`src/rtl/pbl_pkg.sv`:
```
// Package for the self-test, loopback and test status block.
// Assumes a 32-bit classic Wishbone slave with word-aligned registers.
package pbl_pkg;
  // Register indices; byte address is four times the index
  localparam logic [7:0]  REG_RX_ERR_IDX   = 8'h15;
  localparam logic [7:0]  REG_SELFTEST_IDX = 8'h16;
  localparam logic [7:0]  REG_STATUS_IDX   = 8'h17;
  localparam logic [9:0]  ADDR_RX_ERR      = {REG_RX_ERR_IDX, 2'b00};
  localparam logic [9:0]  ADDR_SELFTEST    = {REG_SELFTEST_IDX, 2'b00};
  localparam logic [9:0]  ADDR_STATUS      = {REG_STATUS_IDX, 2'b00};
  localparam logic [15:0] TALLY_MAX        = 16'hFFFF;
  localparam logic [15:0] CTRL_RESET       = 16'h0000;
  localparam logic [15:0] CTRL_WMASK       = 16'hF0FF;
  localparam int          BIT_CONT         = 15;
  localparam int          BIT_RAND         = 14;
  localparam int          BIT_SHORT        = 13;
  localparam int          BIT_GEN_EN       = 12;
  localparam int          BIT_REV_FWD      = 7;
  localparam int          BIT_MII_FWD      = 6;
  localparam int          LOOP_MSB         = 5;
  localparam int          LOOP_LSB         = 2;
  localparam int          ST_LOCK          = 11;
  localparam int          ST_LOST          = 10;
  localparam int          ST_BUSY          = 9;
  localparam int          ST_LEG_M         = 8;
  localparam int          ST_LEG_S         = 7;
  localparam int          ST_PWR           = 6;
  localparam logic [3:0]  LOOP_REVERSE     = 4'h8;
  localparam logic [3:0]  LOOP_EXTERNAL    = 4'h4;
  localparam logic [3:0]  LOOP_ANALOG      = 4'h2;
  localparam logic [3:0]  LOOP_DIGITAL     = 4'h1;
  localparam logic [1:0]  PCS_AFTER_MLT3   = 2'h3;
  localparam logic [1:0]  PCS_AFTER_SCR    = 2'h2;
  localparam logic [1:0]  PCS_BEFORE_SCR   = 2'h1;
  localparam logic [10:0] LEN_SHORT        = 11'h040;
  localparam logic [10:0] LEN_LONG         = 11'h5EE;
  localparam logic [15:0] PRBS_SEED        = 16'h0001;
  localparam logic [7:0]  FILL_BYTE        = 8'hA5;
  typedef enum logic [1:0] {PBL_IDLE, PBL_SEND, PBL_GAP} pbl_gen_t;
endpackage

```
`src/rtl/pbl_selftest.sv`:
```
// Self-test, loopback selection and test status registers of a PHY core.
// Assumes one 100 MHz clock, synchronous reset, data paths already
// on this clock, and a classic Wishbone master for register access.
//
// Function
// - Sixteen-bit receive error tally saturates at FFFF, never wraps.
// - Any write to the error tally register clears it.
// - Continuous mode: counter at maximum pulses once and restarts at zero.
// - Random payload off with generator on sends one constant packet only.
// - Short packet select gives 64-byte packets, otherwise 1518-byte.
// - Generator enable bit switches the generator on and off.
// - Reverse forward bit only in reverse loop; sends received data to MAC.
// - MII forward bit only in MII loop; enables line transmit.
// - Loop point field is one-hot: reverse, external, analog, digital.
// - Fast Ethernet coding loop: 11 after MLT3, 10 after scrambler, 01 before.
// - Gigabit: any coding loop value with low bit set loops early.
// - Status bit 11 shows checker lock.
// - Status bit 10 latches lock loss until read, clears on read.
// - Status bit 9 shows generator activity.
// - Status bits 8 and 7 show legacy encoding of master and slave.
// - Status bit 6 shows normal core power.
// - Reserved bits ignore writes and read zero.
//
// The Wishbone register port is this design's own decision.
`timescale 1ns/1ps
`default_nettype none
module pbl_selftest
  import pbl_pkg::*;
#(
  parameter int LEN_W = 11
) (
  input  wire logic        clk_i,
  input  wire logic        rst_i,
  input  wire logic        cyc_i,
  input  wire logic        stb_i,
  input  wire logic        we_i,
  input  wire logic [9:0]  adr_i,
  input  wire logic [3:0]  sel_i,
  input  wire logic [31:0] dat_i,
  output logic      [31:0] dat_o,
  output logic             ack_o,
  input  wire logic        rx_error_i,
  input  wire logic        rx_byte_valid_i,
  input  wire logic [7:0]  rx_byte_i,
  input  wire logic        gig_mode_i,
  input  wire logic        legacy_master_i,
  input  wire logic        legacy_slave_i,
  input  wire logic        core_power_normal_i,
  input  wire logic        mii_loop_i,
  output logic             gen_valid_o,
  output logic      [7:0]  gen_byte_o,
  output logic             gen_last_o,
  output logic             prbs_wrap_o,
  output logic      [3:0]  loop_point_o,
  output logic             fast_loop_after_mlt3_o,
  output logic             fast_loop_after_scr_o,
  output logic             fast_loop_before_scr_o,
  output logic             gig_loop_early_o,
  output logic             rx_to_mac_en_o,
  output logic             tx_to_line_en_o
);

  // ********************************************************************
  // Register bus
  // ********************************************************************
  logic        req;
  logic        wr;
  logic        rd;
  logic [15:0] ctrl;
  logic [15:0] next_ctrl;
  logic [15:0] tally;
  logic [15:0] next_tally;
  logic        lost;
  logic        next_lost;
  logic        locked;
  logic        next_locked;
  logic        busy;
  logic        gen_on;
  logic        chk_on;
  logic [15:0] status_word;
  logic [31:0] next_dat;
  logic        next_ack;

  // Single-cycle answer; ack drops the cycle after it was given
  assign req = cyc_i && stb_i && !ack_o;
  assign wr  = req && we_i;
  assign rd  = req && !we_i;

  assign status_word = {4'h0, locked, lost, busy,
                        legacy_master_i, legacy_slave_i,
                        core_power_normal_i, 6'h00};

  always_comb begin
    next_ack = req;
    next_dat = 32'h0000_0000;
    if (rd) begin
      unique case (adr_i)
        ADDR_RX_ERR:   next_dat = {16'h0000, tally};
        ADDR_SELFTEST: next_dat = {16'h0000, ctrl};
        ADDR_STATUS:   next_dat = {16'h0000, status_word};
        default:       next_dat = 32'h0000_0000;
      endcase
    end
  end

  always_comb begin
    next_ctrl = ctrl;
    if (wr && adr_i == ADDR_SELFTEST) begin
      if (sel_i[0]) next_ctrl[7:0] = dat_i[7:0] & CTRL_WMASK[7:0];
      if (sel_i[1]) next_ctrl[15:8] = dat_i[15:8] & CTRL_WMASK[15:8];
    end
    // Forward bits only stick in the loop they belong to
    if (next_ctrl[LOOP_MSB:LOOP_LSB] != LOOP_REVERSE)
      next_ctrl[BIT_REV_FWD] = 1'b0;
    if (!mii_loop_i)
      next_ctrl[BIT_MII_FWD] = 1'b0;
  end

  // ********************************************************************
  // Receive error tally
  // ********************************************************************
  always_comb begin
    next_tally = tally;
    if (wr && adr_i == ADDR_RX_ERR)
      next_tally = 16'h0000;
    else if (rx_error_i && tally != TALLY_MAX)
      next_tally = tally + 16'h0001;
  end

  // ********************************************************************
  // Packet and PRBS generator
  // ********************************************************************
  pbl_gen_t    state;
  pbl_gen_t    next_state;
  logic [LEN_W-1:0] cnt;
  logic [LEN_W-1:0] next_cnt;
  logic [LEN_W-1:0] pkt_len;
  logic [15:0] lfsr;
  logic [15:0] next_lfsr;
  logic        next_valid;
  logic [7:0]  next_byte;
  logic        next_last;
  logic        next_wrap;
  logic        one_shot_done;
  logic        next_one_shot;

  assign gen_on = ctrl[BIT_GEN_EN];
  // Checker runs only with random payload and continuous mode, as software must set both
  assign chk_on = ctrl[BIT_RAND] && ctrl[BIT_CONT];
  assign pkt_len = ctrl[BIT_SHORT] ? LEN_SHORT[LEN_W-1:0]
                                   : LEN_LONG[LEN_W-1:0];
  assign busy = (state == PBL_SEND);

  always_comb begin
    next_state    = state;
    next_cnt      = cnt;
    next_lfsr     = lfsr;
    next_valid    = 1'b0;
    next_byte     = 8'h00;
    next_last     = 1'b0;
    next_wrap     = 1'b0;
    next_one_shot = one_shot_done;
    if (!gen_on) next_one_shot = 1'b0;
    unique case (state)
      PBL_IDLE: begin
        // A constant packet goes out once per enable
        if (gen_on && (ctrl[BIT_RAND] || !one_shot_done)) begin
          next_state = PBL_SEND;
          next_cnt   = '0;
        end
      end
      PBL_SEND: begin
        next_valid = 1'b1;
        next_byte  = ctrl[BIT_RAND] ? lfsr[7:0] : FILL_BYTE;
        // Sequence only steps on random payload, so it stays in step
        // with the checker, which steps only on checked bytes
        if (ctrl[BIT_RAND])
          next_lfsr = {lfsr[14:0], lfsr[15] ^ lfsr[14] ^ lfsr[12] ^ lfsr[3]};
        next_cnt   = cnt + 1'b1;
        if (cnt == pkt_len - 1'b1) begin
          next_last  = 1'b1;
          next_state = PBL_GAP;
          if (!ctrl[BIT_RAND]) next_one_shot = 1'b1;
        end
        if (!gen_on) next_state = PBL_IDLE;
      end
      PBL_GAP: begin
        // Back-to-back: one idle cycle then the next packet
        next_state = (gen_on && ctrl[BIT_RAND]) ? PBL_SEND : PBL_IDLE;
        next_cnt   = '0;
      end
    endcase
    // Byte counter restarts from zero with a pulse in continuous mode
    if (ctrl[BIT_CONT] && state == PBL_SEND && cnt == pkt_len - 1'b1)
      next_wrap = 1'b1;
  end

  // ********************************************************************
  // PRBS checker
  // ********************************************************************
  logic [15:0] chk_lfsr;
  logic [15:0] next_chk_lfsr;
  logic [15:0] exp_word;

  assign exp_word = {chk_lfsr[14:0],
                     chk_lfsr[15] ^ chk_lfsr[14] ^ chk_lfsr[12] ^ chk_lfsr[3]};

  always_comb begin
    next_chk_lfsr = chk_lfsr;
    next_locked   = locked;
    next_lost     = lost;
    if (rd && adr_i == ADDR_STATUS) next_lost = 1'b0;
    if (!chk_on) begin
      next_locked = 1'b0;
    end else if (rx_byte_valid_i) begin
      next_chk_lfsr = exp_word;
      if (rx_byte_i == chk_lfsr[7:0]) begin
        next_locked = 1'b1;
      end else begin
        // Keep stepping past a bad byte so one error relocks at once;
        // limitation: the stream must start from the seed to lock
        next_locked   = 1'b0;
        if (locked) next_lost = 1'b1;
      end
    end
  end

  // ********************************************************************
  // Registers
  // ********************************************************************
  always_ff @(posedge clk_i) begin
    if (rst_i) begin
      ctrl          <= CTRL_RESET;
      tally         <= 16'h0000;
      lost          <= 1'b0;
      locked        <= 1'b0;
      ack_o         <= 1'b0;
      dat_o         <= 32'h0000_0000;
      state         <= PBL_IDLE;
      cnt           <= '0;
      lfsr          <= PRBS_SEED;
      chk_lfsr      <= PRBS_SEED;
      one_shot_done <= 1'b0;
      gen_valid_o   <= 1'b0;
      gen_byte_o    <= 8'h00;
      gen_last_o    <= 1'b0;
      prbs_wrap_o   <= 1'b0;
    end else begin
      ctrl          <= next_ctrl;
      tally         <= next_tally;
      lost          <= next_lost;
      locked        <= next_locked;
      ack_o         <= next_ack;
      dat_o         <= next_dat;
      state         <= next_state;
      cnt           <= next_cnt;
      lfsr          <= next_lfsr;
      chk_lfsr      <= next_chk_lfsr;
      one_shot_done <= next_one_shot;
      gen_valid_o   <= next_valid;
      gen_byte_o    <= next_byte;
      gen_last_o    <= next_last;
      prbs_wrap_o   <= next_wrap;
    end
  end

  // ********************************************************************
  // Loopback steering
  // ********************************************************************
  always_ff @(posedge clk_i) begin
    if (rst_i) begin
      loop_point_o           <= 4'h0;
      fast_loop_after_mlt3_o <= 1'b0;
      fast_loop_after_scr_o  <= 1'b0;
      fast_loop_before_scr_o <= 1'b0;
      gig_loop_early_o       <= 1'b0;
      rx_to_mac_en_o         <= 1'b1;
      tx_to_line_en_o        <= 1'b1;
    end else begin
      // Only legal one-hot codes reach the datapath
      unique case (ctrl[LOOP_MSB:LOOP_LSB])
        LOOP_REVERSE, LOOP_EXTERNAL, LOOP_ANALOG, LOOP_DIGITAL:
          loop_point_o <= ctrl[LOOP_MSB:LOOP_LSB];
        default: loop_point_o <= 4'h0;
      endcase
      fast_loop_after_mlt3_o <= !gig_mode_i && ctrl[1:0] == PCS_AFTER_MLT3;
      fast_loop_after_scr_o  <= !gig_mode_i && ctrl[1:0] == PCS_AFTER_SCR;
      fast_loop_before_scr_o <= !gig_mode_i
                                && ctrl[1:0] == PCS_BEFORE_SCR;
      gig_loop_early_o       <= gig_mode_i && ctrl[0];
      rx_to_mac_en_o  <= (ctrl[LOOP_MSB:LOOP_LSB] != LOOP_REVERSE)
                         || ctrl[BIT_REV_FWD];
      tx_to_line_en_o <= !mii_loop_i || ctrl[BIT_MII_FWD];
    end
  end

  // ********************************************************************
  // Assertions
  // ********************************************************************
  a_tally_saturates: assert property (@(posedge clk_i) disable iff (rst_i)
    tally == TALLY_MAX && !(wr && adr_i == ADDR_RX_ERR) |=> tally == TALLY_MAX)
    else $error("error tally wrapped");
  a_tally_clears: assert property (@(posedge clk_i) disable iff (rst_i)
    wr && adr_i == ADDR_RX_ERR |=> tally == 16'h0000)
    else $error("error tally not cleared by write");
  a_tally_counts: assert property (@(posedge clk_i) disable iff (rst_i)
    rx_error_i && !wr && tally != TALLY_MAX |=> tally == $past(tally) + 16'h0001)
    else $error("error tally missed an event");
  a_lost_sticks: assert property (@(posedge clk_i) disable iff (rst_i)
    locked && !next_locked && chk_on
    |=> lost ##1 (lost || $past(rd && adr_i == ADDR_STATUS)))
    else $error("lock loss flag not held");
  a_busy_sends: assert property (@(posedge clk_i) disable iff (rst_i)
    busy && gen_on |=> gen_valid_o)
    else $error("busy without generated data");
  a_gen_off_idle: assert property (@(posedge clk_i) disable iff (rst_i)
    !gen_on [*2] |=> !busy)
    else $error("generator runs while disabled");
  a_reserved_zero: assert property (@(posedge clk_i) disable iff (rst_i)
    ctrl[11:8] == 4'h0 && status_word[15:12] == 4'h0)
    else $error("reserved bits not zero");
  a_rev_forward: assert property (@(posedge clk_i) disable iff (rst_i)
    ctrl[LOOP_MSB:LOOP_LSB] == LOOP_REVERSE && !ctrl[BIT_REV_FWD]
    |=> !rx_to_mac_en_o)
    else $error("receive data leaked to MAC in reverse loop");
  a_gig_loop: assert property (@(posedge clk_i) disable iff (rst_i)
    gig_mode_i && ctrl[0] |=> gig_loop_early_o && !fast_loop_before_scr_o)
    else $error("gigabit early loop not selected");
  a_wrap_pulse: assert property (@(posedge clk_i) disable iff (rst_i)
    state == PBL_SEND && cnt == pkt_len - 1'b1 && ctrl[BIT_CONT]
    |=> prbs_wrap_o && gen_last_o)
    else $error("continuous mode pulse missing");
  a_one_packet: assert property (@(posedge clk_i) disable iff (rst_i)
    gen_last_o && !ctrl[BIT_RAND] && gen_on |=> !busy ##1 !busy)
    else $error("constant packet repeated");
  a_loop_legal: assert property (@(posedge clk_i) disable iff (rst_i)
    $onehot0(loop_point_o))
    else $error("loop point not one-hot");
  a_ack_pulse: assert property (@(posedge clk_i) disable iff (rst_i)
    ack_o |=> !ack_o)
    else $error("ack held longer than one cycle");

endmodule
`default_nettype wire

```
`config.mk`:
```
export PLATFORM = sky130hd
export DESIGN_NAME = pbl_selftest
export DESIGN_NICKNAME = d
export VERILOG_FILES = /design/src/rtl/pbl_pkg.sv /design/src/rtl/pbl_selftest.sv
export SDC_FILE = /design/constraint.sdc
export NUM_CORES = 1
export LEC_CHECK = 0
export ABC_AREA = 1
export BUFFER_PORTS_ARGS = -buffer_cell sky130_fd_sc_hd__buf_2
export CAP_MARGIN = 30
export CORE_MARGIN = 2
export CORE_UTILIZATION = 40
export DETAILED_ROUTE_END_ITERATION = 10
export PLACE_DENSITY = 0.62
export RECOVER_POWER = 50
export SYNTH_ARGS = -nofsm -noshare
export SYNTH_HDL_FRONTEND = slang
export SYNTH_SLANG_ARGS = --single-unit
```
`constraint.sdc`:
```
create_clock -name clk_i -period 3.6 [get_ports clk_i]
set_input_delay 0.36 -clock clk_i [delete_from_list [all_inputs] [get_ports clk_i]]
set_output_delay 0.36 -clock clk_i [all_outputs]
set_load 0.005 [all_outputs]
```
==> results of run 1 <==
-- state kept, by name, indices dropped and copies added, names as in the netlist, 2 cells and up --
register / cells
gen_byte_o: 8
state: 2
tally: 16
chk_lfsr: 16
cnt: 11
dat_o: 16
ctrl: 12
lfsr: 16
loop_point_o: 4
-- Yosys cell counts --
library cell	number	area share, %
o21ai_1	1	0.10
nand3_1	31	3.1
a21oi_2	10	1.8
ha_1	2	0.50
xnor2_1	18	3.2
nor2_4	3	0.68
clkbuf_1	6	0.45
o21ai_0	38	3.8
nand2_1	172	13
nand2_2	2	0.25
buf_6	1	0.23
o211ai_1	2	0.30
conb_1	1	0.075
xor2_1	5	0.88
dfxtp_1	114	46
o31ai_1	1	0.15
nor3b_2	2	0.50
clkbuf_2	1	0.10
nor3_1	7	0.70
o22ai_1	2	0.25
a31oi_1	1	0.13
a21oi_1	57	5.7
buf_2	8	0.80
nor2_2	6	0.75
a31o_2	1	0.18
or2_2	1	0.13
o21bai_1	3	0.45
a211oi_1	3	0.45
nor2_1	82	6.2
nor4_1	1	0.13
a32o_1	1	0.20
nand3_2	2	0.40
inv_1	56	4.2
buf_1	3	0.23
buf_4	19	2.9
o2111ai_1	1	0.18
inv_2	2	0.15
nand4_1	11	1.4
-- routing by layer --
| metal | vias up | share of wire, % |
|---|---|---|
| met5 | - | 0.11 |
| met4 | 2 | 2.3 |
| met3 | 22 | 5.5 |
| met2 | 96 | 48 |
| met1 | 2037 | 44 |
| li1 | 2310 | - |
-- power breakdown --
group | total [W] | internal [W] | switching (W) | leakage (nW)
registers | 0.00127 | 0.00127 | 0.00000316 | 0.919
clock network | 0.00176 | 0.00117 | 0.000585 | 0.291
logic | 0.0000848 | 0.0000303 | 0.0000545 | 1.07
total | 0.00311 | 0.00247 | 0.000642 | 2.28
-- final cells by class --
cell class	count	area [µm²]
Inverter	58	218
Antenna cell	1	2.50
Tap cell	168	210
Fill cell	1221	6070
Timing Repair Buffer	84	390
Clock inverter	13	185
Sequential cell	114	2280
Multi-Input combinational cell	482	2310
Clock buffer	19	443
-- worst register-to-register path: stages, from the launching register on --
cell and delay [ns]:
dfxtp_1 0.41, ha_1 0.23, nand3_1 0.17, nor2_1 0.20
nand3_1 0.09, nand2_1 0.49, inv_1 0.37, nand2_1 0.17
a21oi_1 0.07
-- cell families after synthesis --
group / after synthesis / synth area share [%]
XOR/XNOR: 23 / 4.03
AO/OA/AOI/OAI: 121 / 13.6
adder cells (fa/ha/maj): 2 / 0.501
AND/OR/NAND/NOR: 320 / 27.1
flip-flops: 114 / 45.7
buffers and inverters: 96 / 9.01
other: 1 / 0.0750
-- through the flow --
stage	hold WS [ns]	area [µm²]	util, %
after floorplan	0.412	5050	-
after global placement	0.444	5460	45.1
after detailed placement	0.454	5460	45.1
after CTS	0.125	6090	50.3
after global routing	0.139	6040	49.8
final	0.138	6040	49.9
-- how the worst max path moves through the flow --
stage,startpoint,endpoint,slack (ns)
2_1_floorplan,tally[0],tally[1],2.12
3_3_place_gp,tally[0],tally[14],1.32
3_5_place_dp,tally[0],tally[14],1.28
4_1_cts,tally[0],tally[14],1.26
5_1_grt,tally[0],tally[13],1.04
6_report,tally[0],tally[14],1.27
==> flow_metrics.py, run 1 <==
metrics = {
    "placement": {
        "placed_cells": 906,
        "dp_hpwl_um": 8460,
        "numPortBuffers": 81,
        "pre_cts_ws_ns": 1.28,
        "routabilityCongestion": 0.948,
    },
    "floorplanning": {
        "fp.dieW_um": 116,
        "start_util_pct": 41.3,
        "die_h_um": 116,
        "num_rows": 40,
        "ios": 120,
        "dieArea_um2": 13400,
        "core_um2": 12100,
    },
    "setup_path": {
        "crit_path_max_incr_delay_ns": 0.49,
        "cp_cell_sequence": "ha_1 > nand3_1 > nor2_1 > nand3_1 > nand2_1 > inv_1 > nand2_1 > a21oi_1",
        "crit_slowest_cell": "nand2_1",
        "crit_path_max_fanout": 21,
        "cp.arrival_ns": 2.60,
        "critical_path_class": "reg -> reg",
        "critPathCaptureType": "register",
        "crit_required_ns": 3.87,
        "worstSetupStartpointType": "register",
        "critPathTopFamily": "simple AND/OR/NAND/NOR gates",
        "reg2reg_slack_ns": 1.27,
        "r2r_start": "tally[0]",
        "cp.buffers_inverters": 1,
        "reg2reg_depth": 8,
        "reg2reg_to": "tally[14]",
        "crit_cells": 8,
    },
    "run_status": {
        "status": "complete, but fails checks",
        "violations": "max-capacitance violations, max-slew violations",
    },
    "grt": {
        "grtUsageMet2_pct": 30.4,
        "antenna_found_initial": 2,
        "grt_usage_pct": 18.3,
        "grt_start_max_net_pins": 38,
        "grt_pass1_wl_um": 19000,
        "grt_overflow": 0,
        "grt.busiest_layer": "met2",
        "grt_use_met3_pct": 5.28,
        "grt_pass1_vias": 4127,
        "grt.met1_usage_pct": 22.0,
    },
    "detailed_routing": {
        "wl_um": 11600,
        "antenna_left": 0,
        "vias_per_cell": 4.76,
        "firstDrtPassIters": 4,
        "drc": 0,
        "wire_per_inst_um": 12.4,
        "drtIter0Drc": 241,
        "via_count": 4467,
    },
    "min_path": {
        "min_from": "gig_mode_i",
        "min_to": "fast_loop_after_scr_o",
        "hold_class": "in -> reg",
        "holdPathStages": 2,
    },
    "finish": {
        "final_common_cell": "nand2_1",
        "nets": 825,
        "syn_to_final_growth_pct": 20.8,
        "stdcell_count": 939,
        "drive_gt1_share_pct": 14.7,
        "final_cell_mix": "172 x nand2_1, 114 x dfxtp_1, 83 x nor2_1",
    },
    "clock_tree": {
        "cts_buffers": 17,
        "clock_latency_ns": 0.42,
        "tritoncts": "yes",
        "cts_resized": 0,
        "htree_levels": 4,
        "path_clk_slew_ns": 0.05,
        "root_buffer": "clkbuf_16",
        "ctsHoldBuffers": 0,
        "clkSinkCount": 114,
        "cts_buffer_depth": 2,
        "cts_setup_buffers": 0,
    },
    "synthesis": {
        "synthCells": 677,
        "syn_avg_cell_area_um2": 7.38,
        "synth_seq_cells": 114,
        "yosys_warnings": 0,
        "synth_area_um2": 5000,
        "yosysSeqAreaShare_pct": 45.7,
        "synth_cell_types": 38,
    },
    "sta": {
        "max_freq_mhz": 430,
        "maxSlewViolCount": 38,
        "fin_setup_tns_ns": 0,
        "relSlewSlack_pct": -16.9,
        "rsz0062_at_grt": "no",
        "finClkSkew_ns": 0.00677,
        "fin_crit_sh_pct": 64.6,
        "setup_viol": 0,
        "hold_violations": 0,
        "tightest_slew_ns": 1.75,
        "fin_crit_ns": 2.33,
        "setup_slack_ns": 1.27,
    },
    "power": {
        "ir_drop_v": 0.000262,
        "p_total_w": 0.00311,
        "leakage_nw": 2.28,
        "pwr_density_cell_nw_per_um2": 515,
    },
    "job": {
        "cap_violations": 1,
    },
}
(Power assumes the default switching activity.)
==> run 2: changes to the inputs <==
==> constraint.sdc (replaced) <==
create_clock -name clk_i -period 2.42 [get_ports clk_i]
set_input_delay 0.242 -clock clk_i [delete_from_list [all_inputs] [get_ports clk_i]]
set_output_delay 0.242 -clock clk_i [all_outputs]
set_load 0.005 [all_outputs]
==> flow_metrics.py, run 2 (same netlist as run 1, synthesis figures left out) <==
metrics = {
    "detailed_routing": {
        "antenna_left": 0,
        "drtIter0Drc": 218,
        "drc": 0,
        "via_count": 4504,
        "wire_per_inst_um": 12.4,
        "vias_per_cell": 4.79,
        "firstDrtPassIters": 5,
        "wl_um": 11700,
    },
    "setup_path": {
        "crit_start": "tally[0]",
        "crit_path_max_incr_delay_ns": 0.42,
        "r2r_start": "tally[0]",
        "critPathTopFamily": "simple AND/OR/NAND/NOR gates",
        "crit_path_max_fanout": 12,
        "cp_cell_sequence": "ha_1 > nand3_1 > nor2_1 > nand3_1 > nand2_1 > inv_1 > nand2_1 > a21oi_1",
        "crit_required_ns": 2.70,
        "cp.arrival_ns": 2.34,
        "critical_path_class": "reg -> reg",
        "reg2reg_to": "tally[12]",
        "cp.buffers_inverters": 1,
        "critPathCapture": "tally[12]",
        "worstSetupStartpointType": "register",
        "reg2reg_slack_ns": 0.36,
        "crit_slowest_cell": "dfxtp_1",
        "reg2reg_depth": 8,
        "critPathCaptureType": "register",
        "crit_cells": 8,
    },
    "power": {
        "p_total_w": 0.00447,
        "leakage_nw": 2.31,
        "pwr_density_cell_nw_per_um2": 745,
        "ir_drop_v": 0.000345,
    },
    "floorplanning": {
        "num_rows": 40,
        "core_um2": 12100,
        "start_util_pct": 41.3,
        "ios": 120,
        "die_h_um": 116,
        "dieArea_um2": 13400,
        "fp.dieW_um": 116,
    },
    "min_path": {
        "hold_class": "in -> reg",
    },
    "sta": {
        "fin_crit_sh_pct": 85.1,
        "setup_viol": 0,
        "tightest_slew_ns": 1.45,
        "hold_violations": 0,
        "rsz0062_at_grt": "no",
        "fin_crit_ns": 2.06,
        "hold_ws_ns": 0.0287,
        "finClkSkew_ns": 0.00876,
        "maxSlewViolCount": 0,
        "relSlewSlack_pct": 3.46,
        "fin_setup_tns_ns": 0,
        "max_freq_mhz": 486,
    },
    "placement": {
        "dp_hpwl_um": 8430,
        "routabilityCongestion": 0.975,
        "numPortBuffers": 81,
        "placed_cells": 910,
    },
    "clock_tree": {
        "cts_setup_buffers": 0,
        "ctsHoldBuffers": 0,
        "clock_latency_ns": 0.41,
        "root_buffer": "clkbuf_16",
        "path_clk_slew_ns": 0.05,
        "cts_resized": 0,
        "clkSinkCount": 114,
        "cts_buffers": 17,
        "htree_levels": 4,
        "tritoncts": "yes",
        "cts_buffer_depth": 2,
    },
    "grt": {
        "grt_start_max_net_pins": 38,
        "grt_overflow": 0,
        "grt_pass1_wl_um": 19400,
        "grt_usage_pct": 18.7,
        "grt_pass1_vias": 4193,
        "antenna_found_initial": 2,
    },
    "finish": {
        "n_fill_cell": 1246,
        "final_common_cell": "nand2_1",
        "nets": 829,
        "drive_gt1_share_pct": 14.4,
        "final_cell_mix": "172 x nand2_1, 114 x dfxtp_1, 86 x nor2_1",
        "syn_to_final_growth_pct": 20.1,
        "stdcell_count": 941,
    },
    "run_status": {
        "status": "completed",
    },
    "job": {
        "cap_violations": 0,
    },
}
## run 2: report_power, final
part           internal [W]  switching (W)  leakage, nW
clock               0.00162       0.000831        0.284
combinational     0.0000473      0.0000818         1.10
sequential          0.00188     0.00000477        0.919
total               0.00355       0.000918         2.31
## run 2: how the worst min path moves through the flow
stage	startpoint	end	slack (ns)	cells after the start
6_report	gig_mode_i	fast_loop_after_scr_o	0.03	2
5_1_grt	gig_mode_i	fast_loop_after_scr_o	0.02	2
4_1_cts	gig_mode_i	fast_loop_after_scr_o	0.01	2
3_5_place_dp	gig_mode_i	fast_loop_after_scr_o	0.44	2
3_3_place_gp	lfsr[6]	gen_byte_o[6]	0.44	2
2_1_floorplan	gig_mode_i	fast_loop_after_scr_o	0.32	1
## run 2: routing by layer
metal	GRT usage [%]	share of wire (%)	up-vias	wire (µm)
li1	-	-	2316	-
met2	30.0	48	109	5660
met5	0	0.14	-	16
met4	7.86	1.3	2	156
met3	5.96	5.5	14	639
met1	23.2	45	2063	5220
## run 2: area by class of cell
type / count / area, µm² / share of cell area, %
timing repair buffer: 88 / 424 / 7.07
clock buffer: 19 / 443 / 7.38
clock inverter: 11 / 139 / 2.31
tap: 168 / 210 / 3.50
antenna: 1 / 2.50 / 0.0417
sequential: 114 / 2280 / 38.0
inverter: 58 / 218 / 3.63
multi-input combinational: 482 / 2280 / 38.1
## run 2: worst reg2reg max path: stages, from the launching register on
cell,delay (ns)
dfxtp_1,0.42
ha_1,0.23
nand3_1,0.16
nor2_1,0.20
nand3_1,0.09
nand2_1,0.31
inv_1,0.30
nand2_1,0.13
a21oi_1,0.07
## run 2: per-stage QoR
step	utilization, %	worst slack [ns]	instance area [µm²]
4_1_cts	50.1	0.380	6070
3_3_place_gp	45.3	0.480	5490
5_1_grt	49.5	0.148	6000
2_1_floorplan	-	0.936	5050
3_5_place_dp	45.3	0.403	5490
6_report	49.6	0.360	6000
==> run 3: changes to the inputs <==
--- a/config.mk
+++ b/config.mk
@@ -8,7 +8,7 @@
 export ABC_AREA = 1
 export BUFFER_PORTS_ARGS = -buffer_cell sky130_fd_sc_hd__buf_2
 export CAP_MARGIN = 30
-export CORE_MARGIN = 2
+export CORE_MARGIN = 3
 export CORE_UTILIZATION = 40
 export DETAILED_ROUTE_END_ITERATION = 10
 export PLACE_DENSITY = 0.62
==> flow_metrics.py, run 3 (same netlist as run 1, synthesis figures left out) <==
metrics = {
    "run_status": {
        "status": "completed",
    },
    "sta": {
        "tightest_slew_ns": 1.39,
        "fin_crit_sh_pct": 82.9,
        "fin_crit_ns": 2.01,
        "setup_viol": 0,
        "maxSlewViolCount": 0,
        "hold_violations": 0,
        "setup_slack_ns": 0.413,
        "rsz0062_at_grt": "no",
        "finClkSkew_ns": 0.00669,
        "relSlewSlack_pct": 7.06,
        "fin_setup_tns_ns": 0,
        "max_freq_mhz": 498,
    },
    "clock_tree": {
        "root_buffer": "clkbuf_16",
        "cts_buffer_depth": 2,
        "clock_latency_ns": 0.41,
        "cts_resized": 0,
        "cts_buffers": 17,
        "cts_setup_buffers": 0,
        "path_clk_slew_ns": 0.05,
        "tritoncts": "yes",
        "ctsHoldBuffers": 0,
        "clkSinkCount": 114,
        "htree_levels": 4,
    },
    "setup_path": {
        "cp_cell_sequence": "ha_1 > nand3_1 > nor2_1 > nand3_1 > nand2_1 > inv_1 > nor2_1 > nor2_1",
        "crit_path_max_incr_delay_ns": 0.41,
        "crit_path_max_fanout": 12,
        "crit_required_ns": 2.71,
        "critical_path_class": "reg -> reg",
        "crit_slowest_cell": "dfxtp_1",
        "worstSetupStartpointType": "register",
        "cp_common_cell": "nor2_1",
        "critPathCaptureType": "register",
        "cp.arrival_ns": 2.29,
    },
    "finish": {
        "final_cell_mix": "172 x nand2_1, 114 x dfxtp_1, 86 x nor2_1",
        "fin_util_pct": 50.4,
        "syn_to_final_growth_pct": 22.1,
        "drive_gt1_share_pct": 15.5,
        "n_fill_cell": 1235,
        "final_common_cell": "nand2_1",
        "nets": 828,
        "seq_area_um2": 2280,
        "multi_input_area_um2": 2290,
        "stdcell_count": 942,
    },
    "detailed_routing": {
        "drtIter0Drc": 204,
        "firstDrtPassIters": 5,
        "wl_um": 11800,
        "antenna_left": 0,
        "drc": 0,
        "vias_per_cell": 4.77,
        "wire_per_inst_um": 12.6,
        "via_count": 4491,
    },
    "floorplanning": {
        "core_um2": 12100,
        "fp.dieW_um": 118,
        "start_util_pct": 41.3,
        "dieArea_um2": 13900,
        "ios": 120,
        "num_rows": 40,
        "die_h_um": 118,
    },
    "power": {
        "seqPwrFrac_pct": 38.9,
        "p_clk_share_pct": 58.5,
        "intPower_w": 0.00394,
        "combPwrFrac_pct": 2.6,
        "leakage_nw": 2.37,
        "swShare_pct": 18.9,
        "p_sw_w": 0.000919,
        "ir_drop_v": 0.000423,
        "pwr_density_cell_nw_per_um2": 796,
    },
    "placement": {
        "routabilityCongestion": 0.915,
        "numPortBuffers": 81,
        "pre_cts_ws_ns": 0.449,
        "placed_cells": 909,
        "dp_hpwl_um": 8550,
    },
    "grt": {
        "grt_usage_pct": 17.3,
        "grt_start_max_net_pins": 33,
        "antenna_found_initial": 0,
        "grt_pass1_vias": 4155,
        "grt_pass1_wl_um": 19500,
        "grt_overflow": 0,
    },
    "job": {
        "cap_violations": 0,
    },
    "min_path": {
        "hold_class": "in -> reg",
    },
}
-- run 3: changes by cell type in the layout (fill, tap and decap cells not counted), sizes merged --
cell,delta
clkinvlp,-1
clkinv,-3
bufinv,+3
buf,+4
clkbuf,-2
-- run 3: cell type report --
cell class	instances	area share, %
Sequential cell	114	37.4
Multi-Input combinational cell	482	37.6
Inverter	58	3.57
Antenna cell	1	0.0410
Timing Repair Buffer	87	6.89
Clock inverter	10	3.32
Tap cell	168	3.45
Clock buffer	22	7.77
-- run 3: path summary, 6_finish.rpt --
check | startpoint | to | slack, ns | depth (start not counted)
max | tally[0] | tally[1] | 0.41 | 8
min | mii_loop_i | tx_to_line_en_o | 0.04 | 2
max reg2reg | tally[0] | tally[1] | 0.41 | 8
min reg2reg | lfsr[6] | gen_byte_o[6] | 0.44 | 2
-- run 3: layer usage --
metal	vias up	track usage, %	routed length, µm
li1	2316	-	-
met1	2052	21.8	5480
met3	23	4.71	603
met4	0	8.64	306
met5	-	0	0
met2	100	27.2	5440
-- run 3: critical path: cells and delay by family (launching register included) --
family / cells / cell delay [ns]
AND/OR/NAND/NOR: 6 / 0.98
buffers and inverters: 1 / 0.28
adder cells (fa/ha/maj): 1 / 0.22
flip-flops: 1 / 0.41
-- run 3: power groups by stage --
stage	clock network, W	logic, W	registers (W)
finish	0.00284	0.000127	0.00189
global route	0.00298	0.000143	0.00189
CTS	0.00289	0.000131	0.00189
detailed placement	0	0.000130	0.00193
global placement	0	0.000128	0.00193
floorplan	0	0.0000874	0.00193
-- run 3: through the flow --
stage | total power, W | hold slack (ns) | area [µm²]
floorplan | 0.00201 | 0.321 | 5050
global placement | 0.00205 | 0.431 | 5480
detailed placement | 0.00206 | 0.437 | 5480
CTS | 0.00491 | 0.0190 | 6160
global route | 0.00501 | 0.0287 | 6100
finish | 0.00486 | 0.0418 | 6100
